==> config.mk <==
export PLATFORM = sky130hd
export DESIGN_NAME = pfc_fault_clear
export DESIGN_NICKNAME = d
export VERILOG_FILES = /design/src/verilog/pfc_status_reg.v /design/src/verilog/pfc_fault_clear.v
export VERILOG_INCLUDE_DIRS = /design/src /design/src/common
export SDC_FILE = /design/constraint.sdc
export NUM_CORES = 1
export LEC_CHECK = 0
export BUFFER_PORTS_ARGS = -buffer_cell sky130_fd_sc_hd__buf_2
export CORE_ASPECT_RATIO = 0.8
export CORE_MARGIN = 2
export CORE_UTILIZATION = 57
export DETAILED_ROUTE_END_ITERATION = 6
export HOLD_SLACK_MARGIN = 0.08
export PLACE_DENSITY_LB_ADDON = 0.25
export SETUP_SLACK_MARGIN = 0.05
export SYNTH_ARGS = -nofsm -noshare
export SYNTH_HDL_FRONTEND = slang
export SYNTH_HIERARCHICAL = 1
export SYNTH_SLANG_ARGS = --single-unit
==> constraint.sdc <==
create_clock -name mclk -period 2.56 [get_ports mclk]
set_input_delay 0.256 -clock mclk [delete_from_list [all_inputs] [get_ports mclk]]
set_output_delay 0.256 -clock mclk [all_outputs]
set_load 0.02 [all_outputs]
==> src/common/pfc_defines.vh <==
/*
  Constants for the fault-clear and store command block: command codes, register
  reset values, field positions and timing counts.
  Assumes a 100 MHz mclk; included by bare name from verilog/.
*/
`ifndef PFC_DEFINES_VH
`define PFC_DEFINES_VH

// Command codes
`define PFC_CMD_OPERATION     8'h01
`define PFC_CMD_TURN_ON_CFG   8'h02
`define PFC_CMD_CLEAR_FAULTS  8'h03
`define PFC_CMD_ALERT_RESP    8'h0c
`define PFC_CMD_WRITE_LOCK    8'h10
`define PFC_CMD_STORE_ALL     8'h15
`define PFC_CMD_STATUS_FIRST  8'h7a
`define PFC_CMD_STATUS_LAST   8'h7d

// Field positions
`define PFC_OP_ON_BIT         7
`define PFC_CFG_PIN_BIT       3
`define PFC_CFG_SW_BIT        2

// Reset values
`define PFC_OPERATION_RST     8'h80
`define PFC_TURN_ON_CFG_RST   8'h1c
`define PFC_WRITE_LOCK_RST    8'h00

// Status registers and persistent store size
`define PFC_NUM_STATUS        4
`define PFC_NUM_OPER          3

// Store timing: 10 ms busy window at 100 MHz
`define PFC_STORE_TIME_MS     10
`define PFC_CLK_MHZ           100
`define PFC_STORE_CYCLES      (`PFC_STORE_TIME_MS * 1000 * `PFC_CLK_MHZ)

`endif

==> src/verilog/pfc_status_reg.v <==
/*
  One status register of fault bits: sticky set from live conditions,
  cleared by a global clear or a write-one-to-clear mask.
  Assumes fault conditions are synchronous to mclk.
*/
`timescale 1ns/1ps
module pfc_status_reg
(
  // Clock and reset
  input  wire       mclk,
  input  wire       resetn,
  // Control
  input  wire       clear_all,
  input  wire       w1c_en,
  input  wire [7:0] w1c_mask,
  input  wire [7:0] cond,
  // State
  output reg  [7:0] bits_q
);

  reg [7:0] bits_d;

  always @*
  begin
    bits_d = bits_q;
    if (clear_all)
    begin
      bits_d = 8'h00;                                       // [RULE_01]
    end
    if (w1c_en)
    begin
      bits_d = bits_d & ~w1c_mask;                          // [RULE_08]
    end
    // Live condition wins over any clear, so a persisting fault comes straight back
    bits_d = bits_d | cond;                                 // [RULE_07]
  end

  always @(posedge mclk or negedge resetn)
  begin
    if (!resetn)
    begin
      bits_q <= 8'h00;                                      // [RULE_03]
    end
    else
    begin
      bits_q <= bits_d;
    end
  end

endmodule // pfc_status_reg

==> src/verilog/pfc_fault_clear.v <==
/*
  Command interpreter for fault clearing, alert response and store-all.
  Takes decoded bus transactions (command byte, data byte, strobes) from a
  byte-level bus engine; inputs are synchronous to mclk. resetn is driven
  low by the bias undervoltage detector.
*/
// Function
// [RULE_01] The clear-faults command clears every set status fault bit at once and releases the alert line.
// [RULE_02] The clear-faults command never re-enables an output that has latched off.
// [RULE_03] Bias undervoltage clears all fault bits and the device restarts in its default state.
// [RULE_04] With pin turn-on configured, faults clear when the enable pin goes low.
// [RULE_05] With software turn-on configured, faults clear when operation bit 7 is written to 0.
// [RULE_06] With both configured, faults clear only once operation bit 7 and the pin are both low.
// [RULE_07] A fault whose condition persists after clearing is set again at once and raises the alert.
// [RULE_08] Non-summary status registers clear bits written as one in a one-byte write.
// [RULE_09] A device holding the alert answers an alert response read with its own address.
// [RULE_10] Competing alert responders arbitrate on the address and the lowest address wins.
// [RULE_11] Store-all copies all operating memory into matching non-volatile user storage.
// [RULE_12] Operating items without a non-volatile location are skipped silently during store-all.
// [RULE_13] The host waits at least 10 ms after store-all before another store or restore.
// [RULE_14] Command codes are decoded and single-byte reads and writes reach the three registers.
`timescale 1ns/1ps
`include "pfc_defines.vh"
module pfc_fault_clear
#(
  parameter        STORE_CYCLES = `PFC_STORE_CYCLES,
  parameter [6:0]  OWN_ADDR     = 7'h40
)
(
  // Clock and reset
  input  wire        mclk,
  input  wire        resetn,
  // Decoded bus transactions
  input  wire        cmd_valid,
  input  wire [7:0]  cmd_code,
  input  wire        wr_valid,
  input  wire [7:0]  wr_data,
  input  wire        rd_req,
  output reg  [7:0]  rd_data_q,
  output reg         rd_valid_q,
  // Alert response arbitration
  input  wire        ara_req,
  input  wire        ara_bit_strobe,
  input  wire        sda_in,
  output reg         sda_out_q,
  output reg         sda_oe_n_q,
  output reg         ara_won_q,
  // Enable pin and fault conditions
  input  wire        en_pin,
  input  wire [31:0] fault_cond,
  input  wire        latch_off_req,
  // Power stage and alert
  output reg         output_on_q,
  output reg         alert_n_q,
  output reg  [31:0] status_q,
  // Non-volatile store port
  output reg         nvm_wr_q,
  output reg  [1:0]  nvm_idx_q,
  output reg  [7:0]  nvm_data_q,
  output reg         store_busy_q
);

  localparam [2:0] ST_IDLE = 3'b001;
  localparam [2:0] ST_COPY = 3'b010;
  localparam [2:0] ST_WAIT = 3'b100;
  localparam [31:0] STORE_CNT = STORE_CYCLES;

  reg  [7:0]  operation_control_q;
  reg  [7:0]  turn_on_source_config_q;
  reg  [7:0]  write_lock_control_q;
  reg         en_pin_q;
  reg         latched_q;
  reg  [2:0]  st_q;
  reg  [31:0] wait_cnt_q;
  reg  [2:0]  ara_cnt_q;
  reg  [7:0]  ara_sh_q;
  reg         ara_lost_q;
  wire [31:0] status_bits;
  wire        cfg_pin;
  wire        cfg_sw;
  wire        op_on;
  wire        sw_off_write;
  wire        pin_fall;
  reg         auto_clear;
  wire        clear_cmd;
  wire        clear_all;
  wire        status_wr;
  wire [1:0]  status_sel;
  wire        locked;

  assign cfg_pin      = turn_on_source_config_q[`PFC_CFG_PIN_BIT];
  assign cfg_sw       = turn_on_source_config_q[`PFC_CFG_SW_BIT];
  assign op_on        = operation_control_q[`PFC_OP_ON_BIT];
  // Write lock: any nonzero value blocks writes to operation and turn-on config; writes to the lock and the status registers still land
  assign locked       = (write_lock_control_q != 8'h00);
  assign sw_off_write = wr_valid && (cmd_code == `PFC_CMD_OPERATION) && !locked
                        && !wr_data[`PFC_OP_ON_BIT];
  assign pin_fall     = en_pin_q && !en_pin;
  assign clear_cmd    = cmd_valid && (cmd_code == `PFC_CMD_CLEAR_FAULTS);   // [RULE_14]
  assign status_wr    = wr_valid && (cmd_code >= `PFC_CMD_STATUS_FIRST)
                        && (cmd_code <= `PFC_CMD_STATUS_LAST);              // [RULE_08]
  assign status_sel   = cmd_code[1:0] - 2'b10;

  always @*
  begin
    auto_clear = 1'b0;
    if (cfg_pin && cfg_sw)
    begin
      // Either event completing the both-low state
      auto_clear = (sw_off_write && !en_pin) ||
                   ((pin_fall) && !op_on && !sw_off_write);                 // [RULE_06]
    end
    else if (cfg_pin)
    begin
      auto_clear = pin_fall;                                                // [RULE_04]
    end
    else if (cfg_sw)
    begin
      auto_clear = sw_off_write;                                            // [RULE_05]
    end
  end

  assign clear_all = clear_cmd || auto_clear;                               // [RULE_01]

  genvar gi;
  generate
    for (gi = 0; gi < `PFC_NUM_STATUS; gi = gi + 1)
    begin : g_stat
      pfc_status_reg u_stat
      (
        .mclk     (mclk),
        .resetn   (resetn),
        .clear_all(clear_all),
        .w1c_en   (status_wr && (status_sel == gi)),
        .w1c_mask (wr_data),
        .cond     (fault_cond[gi*8 +: 8]),
        .bits_q   (status_bits[gi*8 +: 8])
      );
    end
  endgenerate

  // Registers, enable pin, latch-off and alert
  always @(posedge mclk or negedge resetn)
  begin
    if (!resetn)
    begin
      operation_control_q     <= `PFC_OPERATION_RST;                        // [RULE_03]
      turn_on_source_config_q <= `PFC_TURN_ON_CFG_RST;
      write_lock_control_q    <= `PFC_WRITE_LOCK_RST;
      en_pin_q                <= 1'b0;
      latched_q               <= 1'b0;
      output_on_q             <= 1'b0;
      alert_n_q               <= 1'b1;
      status_q                <= 32'h0000_0000;
      rd_data_q               <= 8'h00;
      rd_valid_q              <= 1'b0;
    end
    else
    begin
      en_pin_q <= en_pin;
      if (wr_valid)
      begin
        if (cmd_code == `PFC_CMD_WRITE_LOCK)
        begin
          write_lock_control_q <= wr_data;                                  // [RULE_14]
        end
        else if (cmd_code == `PFC_CMD_OPERATION && !locked)
        begin
          operation_control_q <= wr_data;                                   // [RULE_14]
        end
        else if (cmd_code == `PFC_CMD_TURN_ON_CFG && !locked)
        begin
          turn_on_source_config_q <= wr_data;                               // [RULE_14]
        end
      end
      // Clear-faults leaves the latch alone; only turn-on clearing or reset frees it
      if (latch_off_req)
      begin
        latched_q <= 1'b1;
      end
      else if (auto_clear)
      begin
        latched_q <= 1'b0;                                                  // [RULE_02]
      end
      output_on_q <= !latched_q && !latch_off_req &&
                     ((!cfg_pin || en_pin) && (!cfg_sw || op_on));          // [RULE_02]
      status_q  <= status_bits;
      alert_n_q <= (status_bits == 32'h0000_0000);                          // [RULE_07]
      rd_valid_q <= rd_req;
      if (rd_req)
      begin
        if (cmd_code == `PFC_CMD_OPERATION)
        begin
          rd_data_q <= operation_control_q;
        end
        else if (cmd_code == `PFC_CMD_TURN_ON_CFG)
        begin
          rd_data_q <= turn_on_source_config_q;
        end
        else if (cmd_code == `PFC_CMD_WRITE_LOCK)
        begin
          rd_data_q <= write_lock_control_q;
        end
        else if (status_wr || ((cmd_code >= `PFC_CMD_STATUS_FIRST) &&
                 (cmd_code <= `PFC_CMD_STATUS_LAST)))
        begin
          rd_data_q <= status_bits[status_sel*8 +: 8];
        end
        else
        begin
          rd_data_q <= 8'h00;
        end
      end
    end
  end

  // Alert response: shift out own address, drop out on losing a bit
  always @(posedge mclk or negedge resetn)
  begin
    if (!resetn)
    begin
      ara_cnt_q  <= 3'd0;
      ara_sh_q   <= 8'h00;
      ara_lost_q <= 1'b0;
      ara_won_q  <= 1'b0;
      sda_out_q  <= 1'b1;
      sda_oe_n_q <= 1'b1;
    end
    else if (ara_req && !alert_n_q)
    begin
      // Answer address plus trailing one bit, msb first
      ara_sh_q   <= {OWN_ADDR, 1'b1};                                       // [RULE_09]
      ara_cnt_q  <= 3'd0;
      ara_lost_q <= 1'b0;
      ara_won_q  <= 1'b0;
      sda_out_q  <= OWN_ADDR[6];
      sda_oe_n_q <= OWN_ADDR[6];
    end
    else if (ara_bit_strobe && !ara_lost_q && (ara_sh_q != 8'h00))
    begin
      // Open drain: a released one seeing zero has lost to a lower address
      if (ara_sh_q[7] && !sda_in)
      begin
        ara_lost_q <= 1'b1;                                                 // [RULE_10]
        sda_oe_n_q <= 1'b1;
        sda_out_q  <= 1'b1;
        ara_sh_q   <= 8'h00;
      end
      else if (ara_cnt_q == 3'd6)
      begin
        ara_won_q  <= 1'b1;                                                 // [RULE_10]
        sda_oe_n_q <= 1'b1;
        sda_out_q  <= 1'b1;
        ara_sh_q   <= 8'h00;
      end
      else
      begin
        ara_sh_q   <= {ara_sh_q[6:0], 1'b0};
        ara_cnt_q  <= ara_cnt_q + 3'd1;
        sda_out_q  <= ara_sh_q[6];
        sda_oe_n_q <= ara_sh_q[6];
      end
    end
    else if (cmd_valid || ara_req)
    begin
      ara_won_q <= 1'b0;
    end
  end

  // Store-all sequencer
  always @(posedge mclk or negedge resetn)
  begin
    if (!resetn)
    begin
      st_q         <= ST_IDLE;
      wait_cnt_q   <= 32'd0;
      nvm_wr_q     <= 1'b0;
      nvm_idx_q    <= 2'd0;
      nvm_data_q   <= 8'h00;
      store_busy_q <= 1'b0;
    end
    else
    begin
      nvm_wr_q <= 1'b0;
      case (st_q)
        ST_IDLE:
        begin
          if (cmd_valid && cmd_code == `PFC_CMD_STORE_ALL)
          begin
            st_q         <= ST_COPY;                                        // [RULE_11]
            nvm_idx_q    <= 2'd3;
            store_busy_q <= 1'b1;
          end
        end
        ST_COPY:
        begin
          // Index and data move together; only the three user registers have stored copies
          nvm_wr_q  <= 1'b1;                                                // [RULE_12]
          nvm_idx_q <= nvm_idx_q + 2'd1;
          if (nvm_idx_q == 2'd3)
          begin
            nvm_data_q <= operation_control_q;
          end
          else if (nvm_idx_q == 2'd0)
          begin
            nvm_data_q <= turn_on_source_config_q;
          end
          else
          begin
            nvm_data_q <= write_lock_control_q;
          end
          if (nvm_idx_q == 2'd1)
          begin
            st_q       <= ST_WAIT;
            wait_cnt_q <= STORE_CNT;
          end
        end
        ST_WAIT:
        begin
          if (wait_cnt_q <= 32'd1)
          begin
            st_q         <= ST_IDLE;                                        // [RULE_13]
            store_busy_q <= 1'b0;
          end
          else
          begin
            wait_cnt_q <= wait_cnt_q - 32'd1;
          end
        end
        default:
        begin
          st_q <= ST_IDLE;
        end
      endcase
    end
  end

endmodule // pfc_fault_clear

==> results by group <==
Status
  • Outcome: completed

Clock network
  • Root buffer cell: clkbuf_16
  • Clock Pin Slew Worst Setup and Hold Paths: 0.06 ns
  • H-tree levels: 4
  • CTS tree: done
  • Deepest clock path buffer count: 2
  • CTS Buf Count: 17
  • Clock Sinks: 162
  • Worst-Skew Late Latency: 0.43 ns

STA
  • Final hold violation count: 0
  • Skew final: 0.0108 ns
  • RSZ-0062 raised after global routing: yes
  • Final period utilization: 0.954
  • Final setup viols: 0
  • Fin crit period: 2.44 ns
  • Max Clk Rate: 0.409 GHz
  • Max-slew violation count: 0
  • Relative slew margins: 0.401
  • Least-Margin Pin Slew: 0.896 ns

Floorplanning
  • Initial Util: 0.579
  • Total Die Area: 0.0139 mm²
  • # rows: 37
  • Die height: 106 µm
  • Core area: 0.0128 mm²
  • Die W: 131 µm
  • I/O pin cnt: 116

Yosys
  • Ys Warns: 6
  • Cells after Synth: 673
  • Top post-synthesis cells by area: dfrtp_1, a31o_1, nand2_1, mux2_2, nor2_1
  • Yosys reg bits: 162
  • Async set-reset flop share out of synthesis: 1.00
  • EDFF count, synth: 0
  • Post-synthesis sequential area ratio: 0.549
  • Post-synthesis net count: 738
  • Count of cell types in the netlist: 62
  • Area leader, netlist: dfrtp_1
  • Yosys top cell area share: 0.525
  • Mapped Avg Cell Area: 11.0 µm²
  • Mapped cell area: 0.00739 mm²
  • Synth Flop Type: dfrtp_1

Setup path
  • Worst path slowest cell: or4_4
  • Worst reg2reg path depth: 5
  • Setup crit end: wait_cnt_q[11]$_DFFE_PN0P_
  • CP Data Arrival Time: 2.79 ns
  • R2R Path Start: wait_cnt_q[2]$_DFFE_PN0P_
  • Critical path depth in cells: 5
  • R2R setup slack: 0.12 ns
  • Critical path capture point type: flip-flop
  • Critical path cell sequence: or4_4, or3_4, or4_1, or3_1, a21oi_1
  • Crit Path Class: flip-flop to flip-flop
  • CP startpoint kind: flip-flop
  • Worst R2R End: wait_cnt_q[11]$_DFFE_PN0P_
  • Cell family with most CP delay: simple AND/OR/NAND/NOR gates
  • Critical Path RT: 2.91 ns
  • Crit-path max cell delay: 0.61 ns
  • Critical Path Start: wait_cnt_q[2]$_DFFE_PN0P_
  • Crit-path max FO: 9
  • WP buf/inv: 0

Route
  • 1st-pass router iterations: 5
  • Via count: 6304
  • ANT nets after route: 0
  • Avg WL per Cell: 20.0 µm
  • Drt via density: 6.18
  • Starting DRT DRC Count: 586
  • WL final: 20400 µm
  • DRC Markers: 0

Pwr
  • Leakage: 3.71 nW
  • VDD IR max: 0.493 mV
  • Total Power: 0.00544 W
  • Switching Fraction: 0.238
  • Reg power frac: 0.491
  • Psw: 0.00129 W
  • Clock power share: 0.441
  • Logic pwr share: 0.068
  • Pwr Density: 593 mW/mm²
  • Internal power: 0.00414 W

Layout
  • Share of cells above drive strength 1: 0.270
  • Most frequent cells in the layout: dfrtp_1, buf_2, nand2_1, nor2_1, a21oi_1
  • Area growth, synth to finish: 23.9%
  • Fin nets: 897
  • Ant. Diodes: 0
  • Commonest non-fill, non-tap cell in the layout: dfrtp_1
  • Fin cells: 1020
  • Final design area excluding fillers: 0.00916 mm²

Placement
  • HPWL after detailed placement: 13300 µm
  • Placed Cells: 952
  • # port buffers: 115
  • Placed instance area: 0.00819 mm²
  • Routability Congestion: 0.919

GRT
  • First-pass GRT wire length: 33000 µm
  • Vias in the first global route: 6412
  • Largest net degree at the start of global routing: 67
  • Initial antenna violation count: 0
  • Gr ovfl total: 0
  • Total track usage: 0.305

Hold path
  • HP Class: input port to flip-flop

Job
  • Max cap viols: 0
## what timing repair did
| item | CTS | global route |
|---|---|---|
| pin swaps | 0 | 3 |
| endpoints found under the hold margin | 96 | 0 |
| resized for setup | 4 | 9 |
| hold buffers | 35 | 0 |
| setup endpoints to repair | 4 | 12 |
| setup buffers | 0 | 1 |
## worst min-delay path by stage
stage / depth (start not counted) / to / slack [ns] / from
finish: 1 / rd_valid_q$_DFF_PN0_ / 0.12 / rd_req
global route: 1 / rd_valid_q$_DFF_PN0_ / 0.14 / rd_req
CTS: 1 / rd_valid_q$_DFF_PN0_ / 0.11 / rd_req
detailed placement: 1 / ara_sh_q[3]$_DFFE_PN0P_ / 0.30 / resetn
global placement: 1 / ara_sh_q[3]$_DFFE_PN0P_ / 0.29 / resetn
floorplan: 0 / ara_cnt_q[0]$_DFFE_PN0P_ / -0.04 / resetn
## worst reg2reg max path: stages (launching register included)
cell and delay (ns):
dfrtp_1 0.47, or4_4 0.61, or3_4 0.41, or4_1 0.42, or3_1 0.32, a21oi_1 0.15
## layout make-up
class | count | area (µm²)
Sequential cell | 162 | 4060
Fill cell | 920 | 3620
Multi-Input combinational cell | 463 | 3140
Timing Repair Buffer | 175 | 1140
Clock buffer | 23 | 458
Tap cell | 175 | 219
Clock inverter | 9 | 87.6
Inverter | 13 | 48.8
## metal layers
metal / up-vias / global-route usage / routed length, µm / part of all wire
met4: 0 / 0.131 / 617 / 0.030
met2: 281 / 0.513 / 10500 / 0.51
li1: 2820 / - / - / -
met1: 3148 / 0.381 / 7960 / 0.39
met3: 55 / 0.0726 / 1300 / 0.064
met5: - / 0 / 0 / 0
## metrics by stage
| stage | setup TNS (ns) | hold slack [ns] | utilization | setup slack [ns] |
|---|---|---|---|---|
| detailed placement | -0.0117 | 0.297 | 0.641 | -0.0117 |
| global placement | 0 | 0.292 | 0.641 | 0.157 |
| floorplan | 0 | -0.0396 | - | 0.255 |
| CTS | 0 | 0.109 | 0.713 | 0.0854 |
| finish | 0 | 0.123 | 0.717 | 0.117 |
| global route | 0 | 0.139 | 0.717 | 0.000346 |
## registers in the layout (all words and copies together), names as in the netlist, 2 cells and up
name,cells
ara_cnt_q,3
ara_sh_q,8
g_stat.u_stat/bits_q,32
nvm_data_q,8
nvm_idx_q,2
operation_control_q,8
rd_data_q,8
st_q,3
status_q,32
turn_on_source_config_q,8
wait_cnt_q,32
write_lock_control_q,8
## cell families after synthesis
kind of cell	after synthesis	synth area share
AOI/OAI and AO/OA	150	0.136
xor gates and xnor gates	3	0.00355
adders and majority gates	7	0.0118
buffers and inverters	48	0.0347
DFF	162	0.549
muxes	45	0.0785
and+or+nand+nor	258	0.186
## cell usage after synthesis (all sizes together), types with 13 or more instances
cell type	count
o21ai	24
nor2	50
nand3	19
nand2	73
mux2i	13
mux2	24
nor3	15
nor4	22
a31o	32
dfrtp	155
a21oi	37
clkbuf	20
inv	13
a22oi	17
or4	15
buf	15
## power by group through the flow
stage	sequential (W)	combinational, W	clock [W]
final	0.00267	0.000367	0.00240
after floorplan	0.00273	0.000123	0
after global placement	0.00271	0.000313	0
after detailed placement	0.00271	0.000323	0
after CTS	0.00267	0.000366	0.00242
after global routing	0.00268	0.000402	0.00253
No activity file was read; power rests on OpenSTA's default activity.
